--- src/core/wtd_pkg.sv ---
package wtd_pkg;

    // =========================================================
    // Register offsets (byte addresses)
    // =========================================================
    localparam logic [7:0] OFS_CONTROL    = 8'h00;
    localparam logic [7:0] OFS_DIVIDER    = 8'h04;
    localparam logic [7:0] OFS_WEEK       = 8'h08;
    localparam logic [7:0] OFS_SUBWEEK    = 8'h0C;
    localparam logic [7:0] OFS_SUBSEC_SEL = 8'h10;
    localparam logic [7:0] OFS_STATUS     = 8'h14;

    // =========================================================
    // Field positions and widths
    // =========================================================
    localparam int CTRL_ENABLE_BIT  = 0;
    localparam int CTRL_SWSEL_LSB   = 4;
    localparam int DIV_WIDTH        = 15;
    localparam int WEEK_WIDTH       = 28;
    localparam int SUBWEEK_WIDTH    = 9;
    localparam int SWSEL_WIDTH      = 3;
    localparam int TAPSEL_WIDTH     = 4;
    localparam int STAT_SUBSEC_BIT  = 0;
    localparam int STAT_SUBWEEK_BIT = 1;
    localparam int STAT_ONEHZ_BIT   = 2;

    // =========================================================
    // Reset values and constants
    // =========================================================
    localparam logic [14:0] DIV_MAX     = 15'h7FFF;
    localparam logic [14:0] DIV_ONE     = 15'h0001;
    localparam logic [3:0]  TAPSEL_RST  = 4'h0;
    localparam logic [2:0]  SWSEL_RST   = 3'h0;
    localparam logic [2:0]  SWSEL_WEEK0 = 3'h4;

    // =========================================================
    // Timing
    // =========================================================
    localparam int SLOW_CLK_HZ = 32768;
    localparam int WRITE_SLOW_CYCLES = 2;

    // =========================================================
    // Write-commit state machine
    // =========================================================
    typedef enum logic [2:0] {
        WTD_IDLE  = 3'b001,
        WTD_WAIT1 = 3'b010,
        WTD_WAIT2 = 3'b100
    } wtd_wstate_t;

endpackage : wtd_pkg

--- src/core/wtd_core.sv ---
// Added by the designer: register access over AHB-Lite and the placing of the registers.
module wtd_core (
    // Bus clock and reset
    input  wire logic        hclk,
    input  wire logic        hresetn,
    // AHB-Lite slave
    input  wire logic        hsel,
    input  wire logic [31:0] haddr,
    input  wire logic [1:0]  htrans,
    input  wire logic        hwrite,
    input  wire logic [2:0]  hsize,
    input  wire logic [31:0] hwdata,
    input  wire logic        hready,
    output logic      [31:0] hrdata,
    output logic             hreadyout,
    output logic             hresp,
    // Slow reference clock, sampled as a synchronous level
    input  wire logic        slow_reference_clock,
    // Events to the embedded controller
    output logic             sub_second_event,
    output logic             sub_week_event,
    output logic             one_hz_event
);
    import wtd_pkg::*;

    // =========================================================
    // Bus address phase capture
    // =========================================================
    logic        wr_pend;
    logic [7:0]  wr_addr;
    logic        ap_valid;
    assign ap_valid = hsel && hready && htrans[1];

    always_ff @(posedge hclk or negedge hresetn) begin
        if (!hresetn) begin
            wr_pend <= 1'b0;
            wr_addr <= 8'h00;
        end else begin
            wr_pend <= ap_valid && hwrite;
            wr_addr <= haddr[7:0];
        end
    end

    // =========================================================
    // Slow clock edge detect
    // =========================================================
    logic slow_q;
    logic slow_rise;
    always_ff @(posedge hclk or negedge hresetn) begin
        if (!hresetn) begin
            slow_q <= 1'b1;
        end else begin
            slow_q <= slow_reference_clock;
        end
    end
    assign slow_rise = slow_reference_clock && !slow_q;

    // =========================================================
    // Write holding register, committed on a slow edge
    // =========================================================
    wtd_wstate_t wstate;
    logic        commit;
    logic [7:0]  cm_addr;
    logic [31:0] cm_data;
    assign commit = (wstate == WTD_WAIT2) && slow_rise;

    // The bus is held in wait until the write commits.
    always_ff @(posedge hclk or negedge hresetn) begin
        if (!hresetn) begin
            wstate  <= WTD_IDLE;
            cm_addr <= 8'h00;
            cm_data <= 32'h0000_0000;
        end else begin
            case (wstate)
                WTD_IDLE: begin
                    if (wr_pend) begin
                        wstate  <= WTD_WAIT1;
                        cm_addr <= wr_addr;
                        cm_data <= hwdata;
                    end
                end
                WTD_WAIT1: if (slow_rise) wstate <= WTD_WAIT2;
                WTD_WAIT2: if (slow_rise) wstate <= WTD_IDLE;
                default:   wstate <= WTD_IDLE;
            endcase
        end
    end

    // =========================================================
    // Control registers
    // =========================================================
    logic                    enable;
    logic [SWSEL_WIDTH-1:0]  sw_sel;
    logic [TAPSEL_WIDTH-1:0] tap_sel;
    always_ff @(posedge hclk or negedge hresetn) begin
        if (!hresetn) begin
            enable  <= 1'b0;
            sw_sel  <= SWSEL_RST;
            tap_sel <= TAPSEL_RST;
        end else if (commit && cm_addr == OFS_CONTROL) begin
            enable <= cm_data[CTRL_ENABLE_BIT];
            sw_sel <= cm_data[CTRL_SWSEL_LSB +: SWSEL_WIDTH];
        end else if (commit && cm_addr == OFS_SUBSEC_SEL) begin
            tap_sel <= cm_data[TAPSEL_WIDTH-1:0];
        end
    end

    // =========================================================
    // Divider and week counter
    // =========================================================
    logic [DIV_WIDTH-1:0]  divider;
    logic [WEEK_WIDTH-1:0] week;
    logic                  div_step;
    logic                  week_step;
    assign div_step  = enable && slow_rise;
    assign week_step = div_step && divider == '0;

    always_ff @(posedge hclk or negedge hresetn) begin
        if (!hresetn) begin
            divider <= '0;
        end else if (commit && cm_addr == OFS_DIVIDER) begin
            divider <= cm_data[DIV_WIDTH-1:0];
        end else if (div_step) begin
            divider <= divider + DIV_ONE;
        end
    end

    always_ff @(posedge hclk or negedge hresetn) begin
        if (!hresetn) begin
            week <= '0;
        end else if (commit && cm_addr == OFS_WEEK) begin
            week <= cm_data[WEEK_WIDTH-1:0];
        end else if (week_step) begin
            week <= week + 28'h000_0001;
        end
    end

    // =========================================================
    // Tap selection and sub-week counter
    // =========================================================
    logic onehz_hit;
    logic tap_hit;
    logic week_tap_hit;
    logic sw_tick;
    logic [DIV_WIDTH:0] div_fall;
    assign onehz_hit = div_step && divider == DIV_MAX;
    // Bits that fall on the next step; the spare top bit keeps select 15 idle.
    assign div_fall = {1'b0, divider & ~(divider + DIV_ONE)};
    // A tap fires when the chosen divider bit falls.
    assign tap_hit = div_step && div_fall[tap_sel];

    function automatic int wtd_week_bit(input logic [2:0] sel);
        case (sel)
            3'h5:    wtd_week_bit = 5;
            3'h6:    wtd_week_bit = 7;
            3'h7:    wtd_week_bit = 9;
            default: wtd_week_bit = 0;
        endcase
    endfunction : wtd_week_bit

    // Week bit falling edge; select 4 uses the week step itself.
    logic [WEEK_WIDTH-1:0] week_fall;
    assign week_fall = week & ~(week + 28'h000_0001);
    assign week_tap_hit = week_step && week_fall[wtd_week_bit(sw_sel)];
    assign sw_tick = (sw_sel >= SWSEL_WEEK0)
                   ? ((sw_sel == SWSEL_WEEK0) ? week_step : week_tap_hit)
                   : tap_hit;

    logic [SUBWEEK_WIDTH-1:0] subweek;
    logic                     sw_hit;
    assign sw_hit = sw_tick && subweek == 9'h001;
    always_ff @(posedge hclk or negedge hresetn) begin
        if (!hresetn) begin
            subweek <= '0;
        end else if (commit && cm_addr == OFS_SUBWEEK) begin
            subweek <= cm_data[SUBWEEK_WIDTH-1:0];
        end else if (sw_tick && subweek != '0) begin
            subweek <= subweek - 9'h001;
        end
    end

    // =========================================================
    // Events, registered together on one bus clock
    // =========================================================
    always_ff @(posedge hclk or negedge hresetn) begin
        if (!hresetn) begin
            sub_second_event <= 1'b0;
            sub_week_event   <= 1'b0;
            one_hz_event     <= 1'b0;
        end else begin
            sub_second_event <= tap_hit;
            sub_week_event   <= sw_hit;
            one_hz_event     <= onehz_hit;
        end
    end

    // =========================================================
    // Read data and ready
    // =========================================================
    logic [31:0] next_rdata;
    always_comb begin
        next_rdata = 32'h0000_0000;
        case (haddr[7:0])
            OFS_CONTROL: begin
                next_rdata[CTRL_ENABLE_BIT] = enable;
                next_rdata[CTRL_SWSEL_LSB +: SWSEL_WIDTH] = sw_sel;
            end
            OFS_DIVIDER:    next_rdata[DIV_WIDTH-1:0] = divider;
            OFS_WEEK:       next_rdata[WEEK_WIDTH-1:0] = week;
            OFS_SUBWEEK:    next_rdata[SUBWEEK_WIDTH-1:0] = subweek;
            OFS_SUBSEC_SEL: next_rdata[TAPSEL_WIDTH-1:0] = tap_sel;
            OFS_STATUS: begin
                next_rdata[STAT_SUBSEC_BIT]  = sub_second_event;
                next_rdata[STAT_SUBWEEK_BIT] = sub_week_event;
                next_rdata[STAT_ONEHZ_BIT]   = one_hz_event;
            end
            default:        next_rdata = 32'h0000_0000;
        endcase
    end

    always_ff @(posedge hclk or negedge hresetn) begin
        if (!hresetn) begin
            hrdata    <= 32'h0000_0000;
            hreadyout <= 1'b1;
            hresp     <= 1'b0;
        end else begin
            if (ap_valid && !hwrite) begin
                hrdata <= next_rdata;
            end
            if (ap_valid && hwrite) begin
                hreadyout <= 1'b0;
            end else if (commit) begin
                hreadyout <= 1'b1;
            end
            hresp <= 1'b0;
        end
    end

endmodule : wtd_core

--- config.mk ---
export PLATFORM = sky130hd
export DESIGN_NAME = wtd_core
export DESIGN_NICKNAME = d
export VERILOG_FILES = /design/src/core/wtd_pkg.sv /design/src/core/wtd_core.sv
export SDC_FILE = /design/constraint.sdc
export NUM_CORES = 1
export LEC_CHECK = 0
export BUFFER_PORTS_ARGS = -buffer_cell sky130_fd_sc_hd__buf_2
export CAP_MARGIN = 20
export CORE_MARGIN = 2
export CORE_UTILIZATION = 52
export DETAILED_ROUTE_END_ITERATION = 6
export HOLD_SLACK_MARGIN = 0.03
export MAX_ROUTING_LAYER = met4
export PLACE_DENSITY = 0.8
export SYNTH_ARGS = -nofsm -noshare
export SYNTH_HDL_FRONTEND = slang
export SYNTH_SLANG_ARGS = --single-unit
--- constraint.sdc ---
create_clock -name hclk -period 2.88 [get_ports hclk]
set_input_delay 0.864 -clock hclk [delete_from_list [all_inputs] [get_ports hclk]]
set_output_delay 0.864 -clock hclk [all_outputs]
set_load 0.02 [all_outputs]
==> flow_summary.yaml, run 1 <==
status:
  outcome: "completed"
grt:
  grt_pass1_vias: 5643
  antenna_found_initial: 0
  grt_start_max_net_pins: 63
  overflow: 0
  track_usage_pct: 26.7
  grt_first_pass_wirelength_um: 29000
clock_tree:
  cts.path.max_buffers: 2
  cts-hold-fix-buffers: 0
  clock_latency_ns: 0.43
  tritoncts: "built"
  cts_made_buffers: 17
  htree_levels: 4
  cts_sinks: 141
  cts_root_buffer: "clkbuf_16"
  clk_pin_slew_worst_paths_ns: 0.06
worst_setup_path:
  crit_family: "simple AND/OR/NAND/NOR gates"
  crit_slowest_cell: "or4b_4"
  cp.depth: 11
  crit_chain: "nand3_2, or3_4, inv_2, and3_4, ha_4, mux2i_1, a21o_1, or4b_4, a311oi_4, xnor2_1, a21oi_1"
  worstPathRequired_ns: 3.18
  cp.arrival_ns: 3.14
  reg2reg_depth: 11
  reg2reg_from: "week[2]"
  reg2reg_slack_ns: 0.05
  cp_num_buf_inv: 1
  startpoint: "week[2]"
  crit_type: "flop to flop"
  cpPeakStageDelay_ns: 0.61
  path_max_fanout: 8
  start_kind: "flop"
  end_kind: "flop"
floorplanning:
  fp.dieW_um: 121
  boundaryPins: 112
  start_util_pct: 53.7
  dieHeight_um: 121
  die_area_mm2: 0.0147
  core_area_mm2: 0.0133
  row_count: 42
drt:
  drc: 0
  wl_per_cell_um: 18.7
  viasPerCell: 5.83
  first_iter_violations: 412
  drtAntennaViolNets: 0
  routed_wl_um: 18100
  drt_pass1_iterations: 5
  via_count: 5639
yosys:
  ys.flop_type: "dfrtp_1"
  syn-instance-count: 672
  synth_edf_count: 0
  netlist.area_leader.share_pct: 48.2
  synth_cell_types: 55
  synthTopCellsByArea: "dfrtp_1, mux2_2, ha_1"
  yosys_warnings: 0
  synth_common_cells: "dfrtp_1, nand2_1, o21ai_0, mux2_2, mux2i_1"
  yosysTopAreaCell: "dfrtp_1"
  synth_area_mm2: 0.00716
  synth.most_common_cell: "dfrtp_1"
  syn_area_per_cell_um2: 10.7
  synthArstFlopShare_pct: 100
  synth-seq-area-share_pct: 49.3
  ys_seq_elements: 141
final_layout:
  area_delta_synth_final_pct: 22.1
  diodes: 0
  layout-drive-gt1-share_pct: 28.6
  finalNetCount: 885
  final_cells: 967
sta:
  finalSetupTns_ns: 0
  tightest_slew_ns: 0.573
  fmax_mhz: 353
  fin_crit_sh_pct: 98.4
  relSlewSlack_pct: 61.7
  finalClockSkew_ns: 0.0103
  rsz0062_at_grt: "yes"
  period_needed_ns: 2.83
  setup_violations: 0
  timing.final.ws_setup_ns: 0.0460
  hold_violations: 0
  report.final.slew_viol_count: 0
power_and_ir_drop:
  swShare_pct: 21.9
  power-per-cell-area_mw_per_mm2: 566
  power.total_mw: 4.95
  p_int_mw: 3.87
  p_seq_share_pct: 45.1
  power.ir.vdd_worst_mv: 0.423
  p_switching_mw: 1.08
  clockPowerShare_pct: 49.6
  leakage_nw: 4.11
  comb_power_share_pct: 5.3
run:
  maxCapViolCount: 0
hold_path:
  hold_class: "primary input to asynchronous set/reset pin"
placed_design:
  numPortBuffers: 74
  dp_worst_setup_slack_ns: -0.0720
  dp_cells: 929
  dp_hpwl_um: 12300
  place.gp.congestion: 0.905
-- sequential cells by signal, indices dropped and copies added (netlist names), 4 cells and up --
name	count
week	28
divider	15
wr_addr	8
cm_addr	8
tap_sel	4
hrdata	28
subweek	9
cm_data	28
-- layer usage --
| layer | part of all wire, % | track usage [%] | routed length [um] | vias to the layer above |
|---|---|---|---|---|
| met2 | 50 | 43.2 | 9020 | 190 |
| met3 | 5.3 | 5.97 | 951 | 41 |
| met1 | 43 | 33.3 | 7770 | 2817 |
| met4 | 2.0 | 8.98 | 361 | 0 |
| met5 | 0 | - | 0 | - |
| li1 | - | - | - | 2591 |
-- power groups by stage --
stage / combinational [mW] / clock [mW] / sequential (mW)
5_1_grt: 0.291 / 2.57 / 2.25
3_3_place_gp: 0.253 / 0 / 2.26
4_1_cts: 0.266 / 2.47 / 2.23
3_5_place_dp: 0.264 / 0 / 2.27
2_1_floorplan: 0.155 / 0 / 2.22
6_report: 0.263 / 2.46 / 2.24
-- cell usage in the layout (no fill, tap or decap), types with 14 or more instances in the layout --
cell         n
ha_1        31
mux2_2      50
a21oi_1     18
nor2_1      29
buf_2       73
dfrtp_1    138
o21ai_0     53
mux2i_1     36
buf_4       39
nand2_1     97
and3_1      14
clkbuf_16   17
nand3_1     29
-- worst register-to-register path: stages (launching register included) --
cell and delay [ns]:
dfrtp_1 0.38, nand3_2 0.10, or3_4 0.36, inv_2 0.07, and3_4 0.20, ha_4 0.12, mux2i_1 0.08, a21o_1 0.21
or4b_4 0.61, a311oi_4 0.34, xnor2_1 0.15, a21oi_1 0.09
-- cell type report --
cell class                      count  area (um2)
Sequential cell                   141        3530
Tap cell                          176         220
Timing Repair Buffer              117         749
Multi-Input combinational cell    488        3530
Fill cell                         967        4600
Clock buffer                       22         484
Inverter                           13        48.8
Clock inverter                     10         184
-- per-stage QoR --
step | hold slack, ns | utilization, % | instance area, um2
floorplan | 0.446 | - | 7180
global placement | 0.449 | 59.5 | 7950
detailed placement | 0.451 | 59.5 | 7950
CTS | 0.434 | 65.3 | 8710
global route | 0.446 | 65.6 | 8750
finish | 0.419 | 65.6 | 8750
-- kinds of logic (layout without fill, tap and decap cells) --
logic type / count (synthesis) / after routing / synth area share (%)
XOR/XNOR: 21 / 21 / 2.57
buffers and inverters: 47 / 162 / 2.99
other: 1 / 5 / 0.0523
AO/OA/AOI/OAI: 102 / 102 / 8.31
multiplexers: 91 / 91 / 14.5
flip-flops: 141 / 141 / 49.3
adder cells (fa/ha/maj): 32 / 32 / 5.59
AND/OR/NAND/NOR: 237 / 237 / 16.7
-- timing repair --
item | 4_1_cts | 5_1_grt
gates cloned | 0 | 0
setup buffers | 4 | 3
resized for setup | 14 | 3
pin swaps | 2 | 10
setup endpoints to repair | 8 | 10
-- final timing paths --
kind,to
worst max-delay path,subweek[2]
worst min-delay path,cm_data[5]
worst max register to register,subweek[2]
worst min register to register,hrdata[20]
max in group asynchronous,cm_addr[1]
min in group hclk,hrdata[20]
Note: power is estimated with default switching activity, not from simulation.
==> run 2: changes to the inputs <==
==> constraint.sdc (replaced) <==
create_clock -name hclk -period 2.35 [get_ports hclk]
set_input_delay 0.705 -clock hclk [delete_from_list [all_inputs] [get_ports hclk]]
set_output_delay 0.705 -clock hclk [all_outputs]
set_load 0.02 [all_outputs]
==> run 2 against run 1 <==
The run now ends with setup timing left. Setup slack got worse by 0.43 ns. Final cell count increased by 3.9%. Via count increased by 3.9%. Critical endpoint is now subweek[4]. Hold slack got worse by 0.19 ns. Sequential share of layout area decreased by 1.6 points. Die area unchanged. Largest cell class is now multi-input combinational cells. Utilization increased by 2.7 points. Sequential power increased by 23%. Design area increased by 4.1%. Critical path type unchanged. Critical path depth increased by 1. Register-to-register slack got worse by 0.43 ns.
==> flow_summary.yaml, run 2 (same netlist as run 1, synthesis figures left out) <==
status:
  outcome: "finished with violations"
  violations: "setup timing"
grt:
  overflow: 0
  grt_start_max_net_pins: 57
  track_usage_pct: 26.9
  grt_first_pass_wirelength_um: 29500
  antenna_found_initial: 0
  grt_pass1_vias: 5891
drt:
  highest_layer: "met4"
  drtAntennaViolNets: 0
  wl_met3_um: 1230
  drc: 0
  met1Wirelength_um: 7830
  via_count: 5860
  wl_per_cell_um: 18.7
  viasPerCell: 5.83
  drt_pass1_iterations: 5
  first_iter_violations: 544
  routed_wl_um: 18800
  met2_length_um: 9310
worst_setup_path:
  start_kind: "flop"
  path_max_fanout: 8
  end_kind: "flop"
  crit_type: "flop to flop"
  reg2reg_slack_ns: -0.38
  worstPathRequired_ns: 2.64
  cp.arrival_ns: 3.02
sta:
  report.final.slew_viol_count: 0
  fin_crit_sh_pct: 116
  relSlewSlack_pct: 65.5
  rsz0062_at_grt: "yes"
  tightest_slew_ns: 0.518
  setup_violations: 10
  finalClockSkew_ns: 0.00791
  fmax_mhz: 366
  timing.final.ws_setup_ns: -0.382
  hold_violations: 0
  period_needed_ns: 2.73
run:
  maxCapViolCount: 0
final_layout:
  fill_cells: 964
  reg.largest.list: "cm_data: 28 flops, hrdata: 28 flops, week: 28 flops"
  final_common_cell: "dfrtp_1"
  finalNetCount: 925
  final_area_mm2: 0.00910
  final_cells: 1005
  final_cell_mix: "dfrtp_1, nand2_1, buf_4"
  layout-drive-gt1-share_pct: 34.6
  ff_latch_area_mm2: 0.00353
  diodes: 0
  multiInputGateArea_mm2: 0.00365
  area_delta_synth_final_pct: 27.1
floorplanning:
  die_area_mm2: 0.0147
  row_count: 42
  fp.dieW_um: 121
  start_util_pct: 53.7
  dieHeight_um: 121
  core_area_mm2: 0.0133
  boundaryPins: 112
placed_design:
  placed_area_mm2: 0.00836
  dp_cells: 966
  numPortBuffers: 74
  place.gp.congestion: 0.956
  dp_hpwl_um: 12900
clock_tree:
  clock_latency_ns: 0.42
  cts-hold-fix-buffers: 0
  cts_made_buffers: 17
  tritoncts: "built"
  clk_pin_slew_worst_paths_ns: 0.06
  cts_sinks: 141
  htree_levels: 4
  cts_root_buffer: "clkbuf_16"
  cts.path.max_buffers: 2
hold_path:
  hold_class: "primary input to asynchronous set/reset pin"
power_and_ir_drop:
  leakage_nw: 4.26
  power.total_mw: 5.71
  power.ir.vdd_worst_mv: 0.501
  power-per-cell-area_mw_per_mm2: 627
==> run 2: cell types whose count changed in the layout (fill, tap and decap cells not counted), sizes merged <==
cell / previous run / this run
buf: 117 / 157
bufinv: 5 / 2
clkbuf: 22 / 24
clkinvlp: 2 / 1
==> run 2: through the flow <==
step / setup TNS, ns / util [%] / hold slack [ns] / setup WS [ns]
global route: -4.18 / 68.2 / 0.267 / -0.467
detailed placement: -8.47 / 62.6 / 0.454 / -0.427
CTS: -3.13 / 67.1 / 0.246 / -0.351
floorplan: -2.99 / - / 0.409 / -0.322
global placement: -7.36 / 62.6 / 0.450 / -0.365
finish: -3.07 / 68.2 / 0.232 / -0.382
==> run 2: area by class of cell <==
type                            count  area share, %
Clock inverter                      6          0.948
Tap cell                          176           2.42
Multi-Input combinational cell    488           40.1
Sequential cell                   141           38.8
Timing Repair Buffer              157           11.9
Inverter                           13          0.536
Clock buffer                       24           5.29
==> run 2: what timing repair did <==
action | CTS | global route
pin swaps | 11 | 17
cloned | 0 | 0
buffers inserted | 1 | 9
endpoints found under the setup margin | 11 | 46
resized for setup | 6 | 21
==> run 2: worst paths after layout <==
kind / startpoint / endpoint / cells after the start
max in group asynchronous: hresetn / week[7] / 2
min in group hclk: haddr[0] / wr_addr[0] / 1
min reg2reg: hrdata[18] / hrdata[18] / 2
max: week[3] / subweek[4] / 12
max reg2reg: week[3] / subweek[4] / 12
min: hresetn / wr_addr[6] / 1
==> run 2: per-layer routing <==
layer	GRT usage [%]	up-vias
met5	-	-
met4	9.77	0
met3	5.69	36
met2	43.6	222
met1	33.4	2935
li1	-	2667
==> run 2: critical path, stage by stage, from the launching register on <==
cell     delay, ns
dfrtp_1       0.38
nand2_2       0.07
or3_4         0.38
inv_2         0.07
and3_4        0.17
ha_4          0.11
mux2i_1       0.06
a21o_1        0.16
or4b_4        0.60
buf_4         0.19
a31oi_4       0.15
xnor2_1       0.14
a21oi_1       0.11
==> run 2: where the power goes <==
group	total (mW)	switching (mW)	internal, mW
combinational	0.342	0.163	0.178
clock	2.62	0.988	1.63
sequential	2.75	0.161	2.58
total	5.71	1.31	4.40
==> run 3: changes to the inputs <==
--- a/config.mk
+++ b/config.mk
@@ -8,11 +8,13 @@
 export BUFFER_PORTS_ARGS = -buffer_cell sky130_fd_sc_hd__buf_2
 export CAP_MARGIN = 20
 export CORE_MARGIN = 2
-export CORE_UTILIZATION = 52
+export CORE_UTILIZATION = 53
+export CTS_BUF_LIST = sky130_fd_sc_hd__clkbuf_8
 export DETAILED_ROUTE_END_ITERATION = 6
+export GPL_ROUTABILITY_DRIVEN = 0
 export HOLD_SLACK_MARGIN = 0.03
 export MAX_ROUTING_LAYER = met4
-export PLACE_DENSITY = 0.8
+export PLACE_DENSITY = 0.81
 export SYNTH_ARGS = -nofsm -noshare
 export SYNTH_HDL_FRONTEND = slang
 export SYNTH_SLANG_ARGS = --single-unit
==> run 3 against run 2 <==
Sequential power is essentially flat. Total power fell by 12%. Via count is 3.8% lower. Design area shrank 3.3%. Flip-flop and latch count did not move. Maximum frequency up 1.7%. Largest cell class unchanged. First-iteration DRC count down 31%. Setup slack improved by 0.047 ns. Register-to-register slack improved by 0.05 ns. The run still ends with setup timing left. Hold slack got worse by 0.014 ns. Global-route usage decreased by 1.0 points.
==> flow_summary.yaml, run 3 (same netlist as run 1, synthesis figures left out) <==
status:
  outcome: "finished with violations"
  violations: "setup timing"
sta:
  fin_crit_sh_pct: 114
  finalClockSkew_ns: 0.0131
  tightest_slew_ns: 0.510
  rsz0062_at_grt: "yes"
  setup_violations: 10
  hold_violations: 0
  relSlewSlack_pct: 66.0
  period_needed_ns: 2.69
  timing.final.ws_setup_ns: -0.335
  report.final.slew_viol_count: 0
  finalSetupTns_ns: -2.64
  fmax_mhz: 372
drt:
  via_count: 5638
  viasPerCell: 5.68
  routed_wl_um: 17200
  drt_pass1_iterations: 4
  wl_per_cell_um: 17.3
  drc: 0
  first_iter_violations: 375
  drtAntennaViolNets: 0
power_and_ir_drop:
  comb_power_share_pct: 6.6
  clockPowerShare_pct: 39.2
  leakage_nw: 4.15
  p_switching_mw: 1.18
  p_seq_share_pct: 54.2
  p_int_mw: 3.87
  swShare_pct: 23.4
  power.ir.vdd_worst_mv: 0.333
  power-per-cell-area_mw_per_mm2: 573
worst_setup_path:
  end_kind: "flop"
  start_kind: "flop"
  cp.arrival_ns: 3.00
  crit_slowest_cell: "or4b_4"
  cpPeakStageDelay_ns: 0.59
  path_max_fanout: 8
  reg2reg_depth: 11
  crit_chain: "nand2_1, or3_4, inv_2, and3_4, ha_4, mux2i_1, a21o_1, or4b_4, a311oi_2, xnor2_1, a21oi_1"
  worstPathRequired_ns: 2.66
  crit_type: "flop to flop"
final_layout:
  final_area_mm2: 0.00880
  multiInputGateArea_mm2: 0.00363
  reg.largest.list: "cm_data: 28 flops, hrdata: 28 flops, week: 28 flops"
  layout-drive-gt1-share_pct: 32.6
  final_cell_mix: "dfrtp_1, nand2_1, buf_2"
  finalNetCount: 911
  fill_cells: 1009
  final_common_cell: "dfrtp_1"
  area_delta_synth_final_pct: 22.9
  ff_latch_area_mm2: 0.00353
  diodes: 0
floorplanning:
  dieHeight_um: 120
  fp.dieW_um: 120
  core_area_mm2: 0.0132
  die_area_mm2: 0.0145
  boundaryPins: 112
  start_util_pct: 54.1
  row_count: 42
clock_tree:
  cts_sinks: 141
  cts.path.max_buffers: 2
  tritoncts: "built"
  clock_latency_ns: 0.45
  cts_root_buffer: "clkbuf_8"
  cts_made_buffers: 17
  cts-hold-fix-buffers: 0
  htree_levels: 4
  clk_pin_slew_worst_paths_ns: 0.08
placed_design:
  placed_area_mm2: 0.00831
  numPortBuffers: 74
  dp_hpwl_um: 12700
grt:
  antenna_found_initial: 0
  grt_pass1_vias: 5685
  overflow: 0
  track_usage_pct: 25.9
  grt_first_pass_wirelength_um: 28300
  grt_start_max_net_pins: 57
run:
  maxCapViolCount: 0
hold_path:
  hold_class: "primary input to asynchronous set/reset pin"
==> run 3: per-stage QoR <==
| stage | util, % | hold slack [ns] | worst slack [ns] | cells | power [mW] |
|---|---|---|---|---|---|
| finish | 66.5 | 0.218 | -0.335 | 993 | 5.05 |
| global route | 66.5 | 0.231 | -0.409 | 993 | 5.25 |
| CTS | 66.2 | 0.204 | -0.323 | 994 | 5.09 |
| detailed placement | 62.8 | 0.460 | -0.403 | 960 | 3.12 |
| global placement | 62.8 | 0.452 | -0.356 | 960 | 3.09 |
| floorplan | - | 0.409 | -0.322 | 676 | 2.91 |
==> run 3: area by class of cell <==
class,count,share of cell area [%]
sequential,141,40.1
clock inverter,12,1.49
multi-input combinational,488,41.2
inverter,13,0.554
timing repair buffer,143,11.0
clock buffer,20,3.13
tap,176,2.50
==> run 3: path summary, 6_finish.rpt <==
check / start / end / slack, ns
min: hresetn / wr_pend / 0.22
min reg2reg: hrdata[18] / hrdata[18] / 0.47
max reg2reg: week[6] / subweek[3] / -0.34
max in group asynchronous: hresetn / divider[10] / 1.52
min in group hclk: haddr[0] / wr_addr[0] / 0.39
max: week[6] / subweek[3] / -0.34
==> run 3: layer usage <==
metal	vias to the layer above	share of wire [%]	track usage (%)	wire [um]
li1	2647	-	-	-
met1	2786	43	33.0	7300
met2	178	50	42.1	8550
met3	27	6.2	5.24	1060
met4	0	1.6	7.78	271
met5	-	0	-	0
==> run 3: critical path, delay by kind of cell (launching register included) <==
kind | cells | cell delay, ns
XOR/XNOR | 1 | 0.17
AO/OA/AOI/OAI | 3 | 0.54
buffers and inverters | 1 | 0.07
AND/OR/NAND/NOR | 4 | 1.22
multiplexers | 1 | 0.06
adder cells (fa/ha/maj) | 1 | 0.11
flip-flops | 1 | 0.36
==> run 3: power groups by stage <==
stage          Clock [mW]  Combinational (mW)  Sequential [mW]
2_1_floorplan           0               0.192             2.72
3_3_place_gp            0               0.322             2.77
3_5_place_dp            0               0.337             2.78
4_1_cts              2.01               0.339             2.73
5_1_grt              2.13               0.367             2.75
6_report             1.98               0.333             2.74
==> run 3: what timing repair did <==
| item | in CTS | in global routing |
|---|---|---|
| cloned | 0 | 0 |
| hold endpoints to repair | 0 | 0 |
| setup buffers | 2 | 0 |
| gates resized for setup | 5 | 10 |
| setup endpoints to repair | 10 | 57 |
| pin swaps | 12 | 2 |
